**src/rtl/aidr_defs.svh**
```systemverilog
// Offsets, field positions, constant values and timing counts of the diagnostic record
`ifndef AIDR_DEFS_SVH
`define AIDR_DEFS_SVH

// ----------------------------------------------------------------------------
// Record numbers and lengths
// ----------------------------------------------------------------------------
`define AIDR_REC_SHORT 8'h00
`define AIDR_REC_FULL 8'h01
`define AIDR_LEN_SHORT 5'h04
`define AIDR_LEN_FULL 5'h14
`define AIDR_REC_BYTES 20
`define AIDR_IDX_W 5

// ----------------------------------------------------------------------------
// Byte offsets inside the record
// ----------------------------------------------------------------------------
`define AIDR_OFS_MODULE_FAULT_SUMMARY 5'h00
`define AIDR_OFS_MODULE_CLASS_INFO 5'h01
`define AIDR_OFS_SPARE_BYTE_TWO 5'h02
`define AIDR_OFS_EXTRA_FAULT_FLAGS 5'h03
`define AIDR_OFS_CHANNEL_KIND_CODE 5'h04
`define AIDR_OFS_DIAG_BITS_PER_CHANNEL 5'h05
`define AIDR_OFS_CHANNEL_COUNT 5'h06
`define AIDR_OFS_CHANNEL_GROUP_FAULT 5'h07
`define AIDR_OFS_INPUT0_FAULT 5'h08
`define AIDR_OFS_SPARE_INPUT_FAULTS 5'h0C
`define AIDR_OFS_DIAG_TIMESTAMP 5'h10

// ----------------------------------------------------------------------------
// Field positions
// ----------------------------------------------------------------------------
`define AIDR_SUM_MODULE_FAIL 0
`define AIDR_SUM_INTERNAL 1
`define AIDR_SUM_EXTERNAL 2
`define AIDR_SUM_CHANNEL 3
`define AIDR_SUM_PARAM 7
`define AIDR_EXT_INT_COMM 4
`define AIDR_EXT_PI_LOST 6
`define AIDR_CH_PARAM 0
`define AIDR_CH_WIRE_BREAK 4
`define AIDR_CH_PI_LOST 5
`define AIDR_CH_UNDERFLOW 6
`define AIDR_CH_OVERFLOW 7

// ----------------------------------------------------------------------------
// Constant contents
// ----------------------------------------------------------------------------
`define AIDR_CLASS_ANALOG 4'h5
`define AIDR_CLASS_CH_INFO 4
`define AIDR_KIND_ANALOG_IN 7'h71
`define AIDR_BITS_PER_CH 8'h08
`define AIDR_NUM_CH 8'h04
`define AIDR_RSVD_BYTE 8'h00

// ----------------------------------------------------------------------------
// Microsecond ticker timing
// ----------------------------------------------------------------------------
`define AIDR_TICK_NS 1000
`define AIDR_CLK_NS 10
`define AIDR_TICK_CYCLES (`AIDR_TICK_NS / `AIDR_CLK_NS)

`endif

```
**src/rtl/aidr_pkg.sv**
```systemverilog
// Types shared by the diagnostic record logic
package aidr_pkg;

    // Read sequencer states
    typedef enum logic [0:0] {
        AIDR_IDLE,
        AIDR_RUN
    } aidr_state_t;

    typedef logic [7:0] aidr_byte_t;

endpackage

```
**src/rtl/aidr_record_mem.sv**
```systemverilog
// Small byte memory holding the record image, registered read data
`timescale 1ns/1ps
`default_nettype none
`include "aidr_defs.svh"

module aidr_record_mem
    import aidr_pkg::*;
(
    input wire logic clk_sys_i,
    input wire logic reset_n_i,
    input wire logic wr_en_i,
    input wire logic [`AIDR_IDX_W-1:0] wr_addr_i,
    input wire logic [7:0] wr_data_i,
    input wire logic [`AIDR_IDX_W-1:0] rd_addr_i,
    output logic [7:0] rd_data_o
);

    aidr_byte_t mem [`AIDR_REC_BYTES];

    // ------------------------------------------------------------------------
    // Storage, cleared at reset so no unknown byte ever leaves
    // ------------------------------------------------------------------------
    always_ff @(posedge clk_sys_i or negedge reset_n_i)
    begin
        if (!reset_n_i)
        begin
            for (int i = 0; i < `AIDR_REC_BYTES; i++)
            begin
                mem[i] <= `AIDR_RSVD_BYTE;
            end
        end
        else if (wr_en_i)
        begin
            mem[wr_addr_i] <= wr_data_i;
        end
    end

    // ------------------------------------------------------------------------
    // Registered read port
    // ------------------------------------------------------------------------
    always_ff @(posedge clk_sys_i or negedge reset_n_i)
    begin
        if (!reset_n_i)
        begin
            rd_data_o <= `AIDR_RSVD_BYTE;
        end
        else
        begin
            rd_data_o <= mem[rd_addr_i];
        end
    end

endmodule
`default_nettype wire

```
**src/rtl/aidr_diag_record.sv**
```systemverilog
// Diagnostic record of a four-channel analog input module, read by record number
`timescale 1ns/1ps
`default_nettype none
`include "aidr_defs.svh"

// Overview of operation
// - Record 01h returns the full record.
// - Record 00h returns the first four bytes.
// - Summary byte: bit0 failure, 1 internal, 2 external, 3 channel, 7 parameters.
// - Class byte carries 0101b analog in bits 3..0, bit4 channel info.
// - Byte 3: bit4 internal comms error, bit6 interrupt lost.
// - Bits per channel byte reads 08h.
// - Channel count byte reads 04h.
// - Group byte bit n set on an error in group n.
// - Channel byte bit0: parameterization error.
// - Channel bit4: wire break, thermometer or thermocouple inputs only.
// - Per-channel bit5 interrupt lost, bit6 underflow, bit7 overflow.
// - Last four bytes: ticker value at the event.
// - Microsecond ticker starts at zero, wraps at 32 bits.
// - Bytes of channels four to seven read 00h.
// - An error lights its channel LED and enters the record.
module aidr_diag_record
    import aidr_pkg::*;
(
    input wire logic clk_sys_i,
    input wire logic reset_n_i,
    // Record read port
    input wire logic rd_req_i,
    input wire logic [7:0] record_number_i,
    output logic rd_busy_o,
    output logic rd_reject_o,
    output logic byte_valid_o,
    output logic byte_last_o,
    output logic [7:0] byte_data_o,
    // Module level fault sources
    input wire logic module_fail_i,
    input wire logic internal_err_i,
    input wire logic external_err_i,
    input wire logic param_err_i,
    input wire logic int_comm_err_i,
    input wire logic pi_lost_i,
    // Per channel fault sources and input type flags
    input wire logic [3:0] ch_param_err_i,
    input wire logic [3:0] ch_wire_break_i,
    input wire logic [3:0] ch_pi_lost_i,
    input wire logic [3:0] ch_underflow_i,
    input wire logic [3:0] ch_overflow_i,
    input wire logic [3:0] resistance_thermometer_input_i,
    input wire logic [3:0] thermocouple_input_i,
    // Channel indicator LEDs
    output logic [3:0] channel_led_o
);

    localparam int SYNC_W = 34;
    localparam int TICK_W = 7;
    localparam logic [TICK_W-1:0] TICK_LAST = TICK_W'(`AIDR_TICK_CYCLES - 1);

    // ------------------------------------------------------------------------
    // Declarations
    // ------------------------------------------------------------------------
    logic [SYNC_W-1:0] raw_in;
    logic [SYNC_W-1:0] sync_meta;
    logic [SYNC_W-1:0] sync_in;
    logic s_module_fail;
    logic s_internal;
    logic s_external;
    logic s_param;
    logic s_int_comm;
    logic s_pi_lost;
    logic [3:0] s_ch_param;
    logic [3:0] s_ch_wire;
    logic [3:0] s_ch_pi_lost;
    logic [3:0] s_ch_under;
    logic [3:0] s_ch_over;
    logic [3:0] s_rtd;
    logic [3:0] s_tc;
    aidr_byte_t input_fault [4];
    aidr_byte_t module_fault_summary;
    aidr_byte_t module_class_info;
    aidr_byte_t extra_fault_flags;
    aidr_byte_t channel_kind_code;
    aidr_byte_t channel_group_fault;
    aidr_byte_t rec_img [`AIDR_REC_BYTES];
    logic [63:0] fault_vec;
    logic [63:0] fault_prev;
    logic diag_event;
    logic [TICK_W-1:0] tick_div;
    logic [31:0] us_ticker;
    logic [31:0] diag_timestamp;
    aidr_state_t state;
    logic [`AIDR_IDX_W-1:0] rd_idx;
    logic [`AIDR_IDX_W-1:0] rd_len;
    logic [`AIDR_IDX_W-1:0] refresh_idx;
    logic issue_last;
    logic req_ok;
    logic refresh_en;

    // ------------------------------------------------------------------------
    // Record length decode, zero for an unknown record number
    // ------------------------------------------------------------------------
    function automatic logic [`AIDR_IDX_W-1:0] record_len(input logic [7:0] num);
        logic [`AIDR_IDX_W-1:0] len;
        len = '0;
        if (num == `AIDR_REC_FULL)
        begin
            len = `AIDR_LEN_FULL;
        end
        else if (num == `AIDR_REC_SHORT)
        begin
            len = `AIDR_LEN_SHORT;
        end
        return len;
    endfunction

    // ------------------------------------------------------------------------
    // Input synchronisers
    // ------------------------------------------------------------------------
    // Fault sources are asynchronous
    assign raw_in = {module_fail_i, internal_err_i, external_err_i, param_err_i,
                     int_comm_err_i, pi_lost_i, ch_param_err_i, ch_wire_break_i,
                     ch_pi_lost_i, ch_underflow_i, ch_overflow_i,
                     resistance_thermometer_input_i, thermocouple_input_i};

    // Two flops per bit
    genvar g;
    generate
        for (g = 0; g < SYNC_W; g++)
        begin : gen_sync
            always_ff @(posedge clk_sys_i or negedge reset_n_i)
            begin
                if (!reset_n_i)
                begin
                    sync_meta[g] <= 1'b0;
                    sync_in[g] <= 1'b0;
                end
                else
                begin
                    sync_meta[g] <= raw_in[g];
                    sync_in[g] <= sync_meta[g];
                end
            end
        end
    endgenerate

    // Split into named sources
    assign {s_module_fail, s_internal, s_external, s_param, s_int_comm, s_pi_lost,
            s_ch_param, s_ch_wire, s_ch_pi_lost, s_ch_under, s_ch_over,
            s_rtd, s_tc} = sync_in;

    // ------------------------------------------------------------------------
    // Fault byte assembly
    // ------------------------------------------------------------------------
    // One fault byte per channel
    generate
        for (g = 0; g < 4; g++)
        begin : gen_chan
            always_comb
            begin
                input_fault[g] = `AIDR_RSVD_BYTE;
                input_fault[g][`AIDR_CH_PARAM] = s_ch_param[g];
                input_fault[g][`AIDR_CH_WIRE_BREAK] = s_ch_wire[g] & (s_rtd[g] | s_tc[g]);
                input_fault[g][`AIDR_CH_PI_LOST] = s_ch_pi_lost[g];
                input_fault[g][`AIDR_CH_UNDERFLOW] = s_ch_under[g];
                input_fault[g][`AIDR_CH_OVERFLOW] = s_ch_over[g];
            end
            // Group n is channel n on this four-channel module
            assign channel_group_fault[g] = |input_fault[g];
        end
    endgenerate

    // Upper half of the group byte is reserved
    assign channel_group_fault[7:4] = 4'h0;

    // Module summary byte
    always_comb
    begin
        module_fault_summary = `AIDR_RSVD_BYTE;
        module_fault_summary[`AIDR_SUM_MODULE_FAIL] = s_module_fail;
        module_fault_summary[`AIDR_SUM_INTERNAL] = s_internal;
        module_fault_summary[`AIDR_SUM_EXTERNAL] = s_external;
        module_fault_summary[`AIDR_SUM_CHANNEL] = |channel_group_fault;
        module_fault_summary[`AIDR_SUM_PARAM] = s_param;
    end

    // Extra flags byte, all other bits reserved
    always_comb
    begin
        extra_fault_flags = `AIDR_RSVD_BYTE;
        extra_fault_flags[`AIDR_EXT_INT_COMM] = s_int_comm;
        extra_fault_flags[`AIDR_EXT_PI_LOST] = s_pi_lost;
    end

    // Fixed identification bytes
    always_comb
    begin
        module_class_info = `AIDR_RSVD_BYTE;
        module_class_info[3:0] = `AIDR_CLASS_ANALOG;
        module_class_info[`AIDR_CLASS_CH_INFO] = 1'b1;
        channel_kind_code = {1'b0, `AIDR_KIND_ANALOG_IN};
    end

    // LED per channel follows that channel's fault byte
    assign channel_led_o = channel_group_fault[3:0];

    // ------------------------------------------------------------------------
    // Record image, byte by byte in record order
    // ------------------------------------------------------------------------
    always_comb
    begin
        for (int i = 0; i < `AIDR_REC_BYTES; i++)
        begin
            rec_img[i] = `AIDR_RSVD_BYTE;
        end
        rec_img[`AIDR_OFS_MODULE_FAULT_SUMMARY] = module_fault_summary;
        rec_img[`AIDR_OFS_MODULE_CLASS_INFO] = module_class_info;
        rec_img[`AIDR_OFS_SPARE_BYTE_TWO] = `AIDR_RSVD_BYTE;
        rec_img[`AIDR_OFS_EXTRA_FAULT_FLAGS] = extra_fault_flags;
        rec_img[`AIDR_OFS_CHANNEL_KIND_CODE] = channel_kind_code;
        rec_img[`AIDR_OFS_DIAG_BITS_PER_CHANNEL] = `AIDR_BITS_PER_CH;
        rec_img[`AIDR_OFS_CHANNEL_COUNT] = `AIDR_NUM_CH;
        rec_img[`AIDR_OFS_CHANNEL_GROUP_FAULT] = channel_group_fault;
        for (int i = 0; i < 4; i++)
        begin
            rec_img[`AIDR_OFS_INPUT0_FAULT + i] = input_fault[i];
        end
        // Little endian timestamp closes the record
        for (int i = 0; i < 4; i++)
        begin
            rec_img[`AIDR_OFS_DIAG_TIMESTAMP + i] = diag_timestamp[8*i +: 8];
        end
    end

    // ------------------------------------------------------------------------
    // Microsecond ticker
    // ------------------------------------------------------------------------
    // One tick per microsecond
    always_ff @(posedge clk_sys_i or negedge reset_n_i)
    begin
        if (!reset_n_i)
        begin
            tick_div <= '0;
        end
        else if (tick_div == TICK_LAST)
        begin
            tick_div <= '0;
        end
        else
        begin
            tick_div <= tick_div + 1'b1;
        end
    end

    // Free running count, wraps naturally at its width
    always_ff @(posedge clk_sys_i or negedge reset_n_i)
    begin
        if (!reset_n_i)
        begin
            us_ticker <= 32'h0000_0000;
        end
        else if (tick_div == TICK_LAST)
        begin
            us_ticker <= us_ticker + 32'h0000_0001;
        end
    end

    // ------------------------------------------------------------------------
    // Diagnostic event capture
    // ------------------------------------------------------------------------
    // Only a newly raised fault bit counts; clearing does not re-stamp
    assign fault_vec = {module_fault_summary, extra_fault_flags, channel_group_fault,
                        `AIDR_RSVD_BYTE, input_fault[0], input_fault[1],
                        input_fault[2], input_fault[3]};
    assign diag_event = |(fault_vec & ~fault_prev);

    always_ff @(posedge clk_sys_i or negedge reset_n_i)
    begin
        if (!reset_n_i)
        begin
            fault_prev <= '0;
        end
        else
        begin
            fault_prev <= fault_vec;
        end
    end

    // Stamp of the last new fault
    always_ff @(posedge clk_sys_i or negedge reset_n_i)
    begin
        if (!reset_n_i)
        begin
            diag_timestamp <= 32'h0000_0000;
        end
        else if (diag_event)
        begin
            diag_timestamp <= us_ticker;
        end
    end

    // ------------------------------------------------------------------------
    // Record image refresh
    // ------------------------------------------------------------------------
    // Refresh pauses during a read so the host sees one coherent snapshot
    assign refresh_en = (state == AIDR_IDLE) && !byte_valid_o;

    always_ff @(posedge clk_sys_i or negedge reset_n_i)
    begin
        if (!reset_n_i)
        begin
            refresh_idx <= '0;
        end
        else if (refresh_en)
        begin
            if (refresh_idx == `AIDR_LEN_FULL - 1'b1)
            begin
                refresh_idx <= '0;
            end
            else
            begin
                refresh_idx <= refresh_idx + 1'b1;
            end
        end
    end

    aidr_record_mem u_mem (
        .clk_sys_i(clk_sys_i),
        .reset_n_i(reset_n_i),
        .wr_en_i(refresh_en),
        .wr_addr_i(refresh_idx),
        .wr_data_i(rec_img[refresh_idx]),
        .rd_addr_i(rd_idx),
        .rd_data_o(byte_data_o)
    );

    // ------------------------------------------------------------------------
    // Read sequencer
    // ------------------------------------------------------------------------
    assign req_ok = rd_req_i && !rd_busy_o && (record_len(record_number_i) != '0);
    assign issue_last = (rd_idx == rd_len - 1'b1);
    assign rd_busy_o = (state != AIDR_IDLE) || byte_valid_o;

    // Walk the byte index over the requested length
    always_ff @(posedge clk_sys_i or negedge reset_n_i)
    begin
        if (!reset_n_i)
        begin
            state <= AIDR_IDLE;
            rd_idx <= '0;
            rd_len <= '0;
        end
        else
        begin
            case (state)
                AIDR_IDLE:
                begin
                    rd_idx <= '0;
                    if (req_ok)
                    begin
                        rd_len <= record_len(record_number_i);
                        state <= AIDR_RUN;
                    end
                end
                AIDR_RUN:
                begin
                    if (issue_last)
                    begin
                        state <= AIDR_IDLE;
                        rd_idx <= '0;
                    end
                    else
                    begin
                        rd_idx <= rd_idx + 1'b1;
                    end
                end
                default:
                begin
                    state <= AIDR_IDLE;
                end
            endcase
        end
    end

    // Byte strobes trail the index by the memory's read register
    always_ff @(posedge clk_sys_i or negedge reset_n_i)
    begin
        if (!reset_n_i)
        begin
            byte_valid_o <= 1'b0;
            byte_last_o <= 1'b0;
        end
        else
        begin
            byte_valid_o <= (state == AIDR_RUN);
            byte_last_o <= (state == AIDR_RUN) && issue_last;
        end
    end

    // Unknown numbers: one-cycle refusal
    always_ff @(posedge clk_sys_i or negedge reset_n_i)
    begin
        if (!reset_n_i)
        begin
            rd_reject_o <= 1'b0;
        end
        else
        begin
            rd_reject_o <= rd_req_i && !rd_busy_o && (record_len(record_number_i) == '0);
        end
    end

endmodule
`default_nettype wire

```
**config.mk**
```make
export PLATFORM = sky130hd
export DESIGN_NAME = aidr_diag_record
export DESIGN_NICKNAME = d
export VERILOG_FILES = /design/src/rtl/aidr_pkg.sv /design/src/rtl/aidr_record_mem.sv /design/src/rtl/aidr_diag_record.sv
export VERILOG_INCLUDE_DIRS = /design/src /design/src/rtl
export SDC_FILE = /design/constraint.sdc
export NUM_CORES = 1
export LEC_CHECK = 0
export BUFFER_PORTS_ARGS = -buffer_cell sky130_fd_sc_hd__buf_4
export CAP_MARGIN = 20
export CORE_ASPECT_RATIO = 2
export CORE_MARGIN = 8
export CORE_UTILIZATION = 34
export CTS_BUF_LIST = sky130_fd_sc_hd__clkbuf_8
export DETAILED_ROUTE_END_ITERATION = 7
export PLACE_DENSITY = 0.54
export RECOVER_POWER = 50
export SLEW_MARGIN = 20
export SYNTH_ARGS = -nofsm -noshare
export SYNTH_HDL_FRONTEND = slang
export SYNTH_HIERARCHICAL = 1
export SYNTH_SLANG_ARGS = --single-unit
```
**constraint.sdc**
```tcl
create_clock -name clk_sys_i -period 4.25 [get_ports clk_sys_i]
set_input_delay 1.0625 -clock clk_sys_i [delete_from_list [all_inputs] [get_ports clk_sys_i]]
set_output_delay 1.0625 -clock clk_sys_i [all_outputs]
set_load 0.02 [all_outputs]
```
==> run metrics <==
FF-to-FF setup slack 1000 ps; via count 8288; final clock skew 44.6 ps; RSZ-0062 raised after global routing false; Post-synth EDFFs 0; CP max FO 32; Max Cap Violations 1; die width 163 um; Slew headroom -27.5%; Largest stage delay, worst path 570 ps; fin crit share 76.6%; worst skew pair latency 600 ps; CTS tree done; Post-synth ARST share 100%; combinational family with the most area after synthesis multiplexers; DRC viols 0; # Post-CTS Setup Buffers 0; Syn Area/Cell 14.9 sq um; die area 50700 sq um; post-synthesis compound-gate area fraction 3.23%; reg2reg path depth 7; PwrDens 552 nW/um^2; Setup CP Type flip-flop to flip-flop; worst vdd ir 0.000237 V; crit path launch type flip-flop; leakage power 7.99 nW; # hold bufs at CTS 0; hold crit path type flip-flop to flip-flop; Crit path max-delay family compound AO/OA/AOI/OAI gates; Synth Register Bits 354; RR Endpoint diag_timestamp[28]; Crit path depth 7; DP Cell Count 1581; layout cells sized above 1 37.8%; area share of and/or/nand/nor cells after synthesis 6.03%; Final setup viols 0; core area 43100 sq um; Synth-to-Final Area Change 15.1%; fin nets 1136; Gates resized, CTS repair 0; FF-to-FF Start s_tc[2]; min Tclk post-route 3250 ps; CP bufs+invs 2; final core utilization 39.3%; Ys Warns 6; drt pass-1 iters 6; post-synthesis mux area share 24.8%; Total GRT Usage 13.5%; Synth Area in Adders 0.424%; Via density 4.95; Total Wirelength 33100 um; diode count 0; Cell Area, Synth 14700 sq um; FF/Latch Area 8860 sq um; Layout fillers 3986; H-tree Lvls 2; Final Hold Vio Count 0; crit end category flip-flop; global-route wire length before repair 53500 um; Iter 0 DRT Violations 502; fraction of synthesized cell area in xor and xnor cells 2.38%; Worst Setup SP s_tc[2]; clock root cell clkbuf_8; required time of the critical path 4730 ps; Synth Flop Type dfrtp_1; Overflow after GRT 0; Least-Margin Pin Slew 1910 ps; initial antenna violation count 0; CTS buffer count 52; Layout Cells excl Fill 1674; status complete, but fails checks; IO buf count 60; GPL Wtd Cong 0.804; clock slew at reported path FFs 70 ps; Final Max Slew Viols 72; io pins 61; post-DP HPWL 22300 um; sequential-to-total area share from yosys stat 60.1%; Max clock buf depth 3; drt wl/cell 19.8 um; post-route setup TNS 0 ps; largest net degree at the start of global routing 131; Fmax 307 MHz; DP Area 15800 sq um; num rows 108; Routed Antenna Nets 0; vias in the first global route 9240; failing checks capacitance limit, slew limit; chip height 310 um; multi-input logic area 5440 sq um; post-synthesis cell count 990; CTS sink cnt 354; CP Data Arrival Time 3730 ps; slowest CP cell or4_4; Syn Nets 1040; design area 17000 sq um; Synth cell types 64; Critical Path, Cell by Cell o21ai_0 > and2_0 > inv_2 > or4_4 > a2111oi_4 > buf_4 > mux2_2; initial core utilization 34.2%; worst setup path end diag_timestamp[28]
-- state kept, by name (all words and copies together), names as in the netlist, 5 cells and up --
register	count
u_mem/mem	160
sync_meta	34
diag_timestamp	32
us_ticker	32
fault_prev	31
fault_vec	16
u_mem/rd_data_o	8
tick_div	7
rd_idx	5
refresh_idx	5
-- routing by layer --
metal  vias to the layer above  track usage (%)  wire length [um]
met1                      4280             16.8             13900
met3                        71             2.29              1470
met4                         0             5.51              1070
met2                       184             22.8             16700
li1                       3753                -                 -
met5                         -                0                 0
-- how the worst min path moves through the flow --
stage,startpoint,end,depth (start not counted)
5_1_grt,sync_meta[33],s_module_fail,0
6_report,sync_meta[33],s_module_fail,0
4_1_cts,sync_meta[33],s_module_fail,0
3_5_place_dp,sync_meta[2],s_tc[2],0
3_3_place_gp,sync_meta[29],s_int_comm,0
2_1_floorplan,sync_meta[27],fault_vec[0],0
-- final cells by class --
class | count | share of cell area (%)
clock buffers | 71 | 5.76
clock inverters | 21 | 0.929
inverters | 41 | 0.907
multi-input cells | 547 | 32.0
flip-flops and latches | 354 | 52.2
well taps | 550 | 4.06
repair buffers | 90 | 4.06
-- synth_stat cells, types with 2 or more instances --
library cell / count / share of area (%)
nor3b_1: 3 / 0.15
nand2_2: 8 / 0.34
a2bb2oi_1: 2 / 0.12
o22ai_1: 19 / 0.81
clkbuf_8: 2 / 0.19
nand4_1: 10 / 0.42
clkbuf_1: 26 / 0.66
nand3b_1: 2 / 0.10
mux4_4: 2 / 0.34
inv_1: 39 / 0.99
and4_1: 2 / 0.12
o21ai_0: 8 / 0.27
buf_1: 4 / 0.10
and3b_1: 2 / 0.12
mux2_2: 168 / 13
buf_4: 6 / 0.31
and2_1: 3 / 0.13
ha_1: 5 / 0.42
mux2_1: 2 / 0.15
nor2_1: 36 / 0.92
a22oi_1: 10 / 0.51
o21ai_1: 8 / 0.27
dfrtp_1: 354 / 60
buf_2: 3 / 0.10
mux4_1: 9 / 1.6
nand3_1: 21 / 0.71
mux2i_1: 11 / 0.75
nor4_1: 11 / 0.47
buf_6: 6 / 0.46
and3_1: 6 / 0.25
nor3_1: 7 / 0.24
a31oi_1: 3 / 0.13
and2_2: 2 / 0.10
or4_1: 2 / 0.10
mux4_2: 40 / 6.1
mux2_4: 30 / 3.1
xor2_1: 16 / 0.95
nor3b_2: 2 / 0.17
xnor2_1: 24 / 1.4
a21oi_1: 11 / 0.37
nand2_1: 42 / 1.1
-- per-stage QoR --
step	setup slack [ps]	hold WS, ps	total power [W]
2_1_floorplan	1690	331	0.00577
3_5_place_dp	1200	336	0.00657
4_1_cts	1170	334	0.00954
6_report	995	338	0.00937
3_3_place_gp	1280	339	0.00646
5_1_grt	662	345	0.00989
-- cell families (layout without fill, tap and decap cells) --
logic type               Yosys count  count (layout)
XOR/XNOR                          40              40
flip-flops                       354             354
adder cells (fa/ha/maj)            5               5
buffers and inverters             89             223
multiplexers                     262             262
AO/OA/AOI/OAI                     72              72
AND/OR/NAND/NOR                  168             168
-- cells in the final DEF (no fill, tap or decap), types with 21 or more instances in the layout --
cell type / n
dfrtp_1: 352
mux2_2: 168
clkbuf_8: 71
inv_1: 50
buf_4: 45
nand2_1: 42
mux4_2: 40
nor2_1: 36
clkbuf_4: 33
mux2_4: 30
xnor2_1: 24
nand3_1: 21
-- power by group --
| part | total [W] | internal (W) | switching (W) |
|---|---|---|---|
| clock | 0.00290 | 0.00161 | 0.00129 |
| sequential | 0.00435 | 0.00396 | 0.000395 |
| combinational | 0.00212 | 0.00102 | 0.00110 |
-- worst reg2reg max path, stage by stage (launching register included) --
cell and delay, ps:
dfrtp_1 360, o21ai_0 520, and2_0 310, inv_2 70, or4_4 570, a2111oi_4 360, buf_4 520, mux2_2 420
No activity file was read; power rests on OpenSTA's default activity.
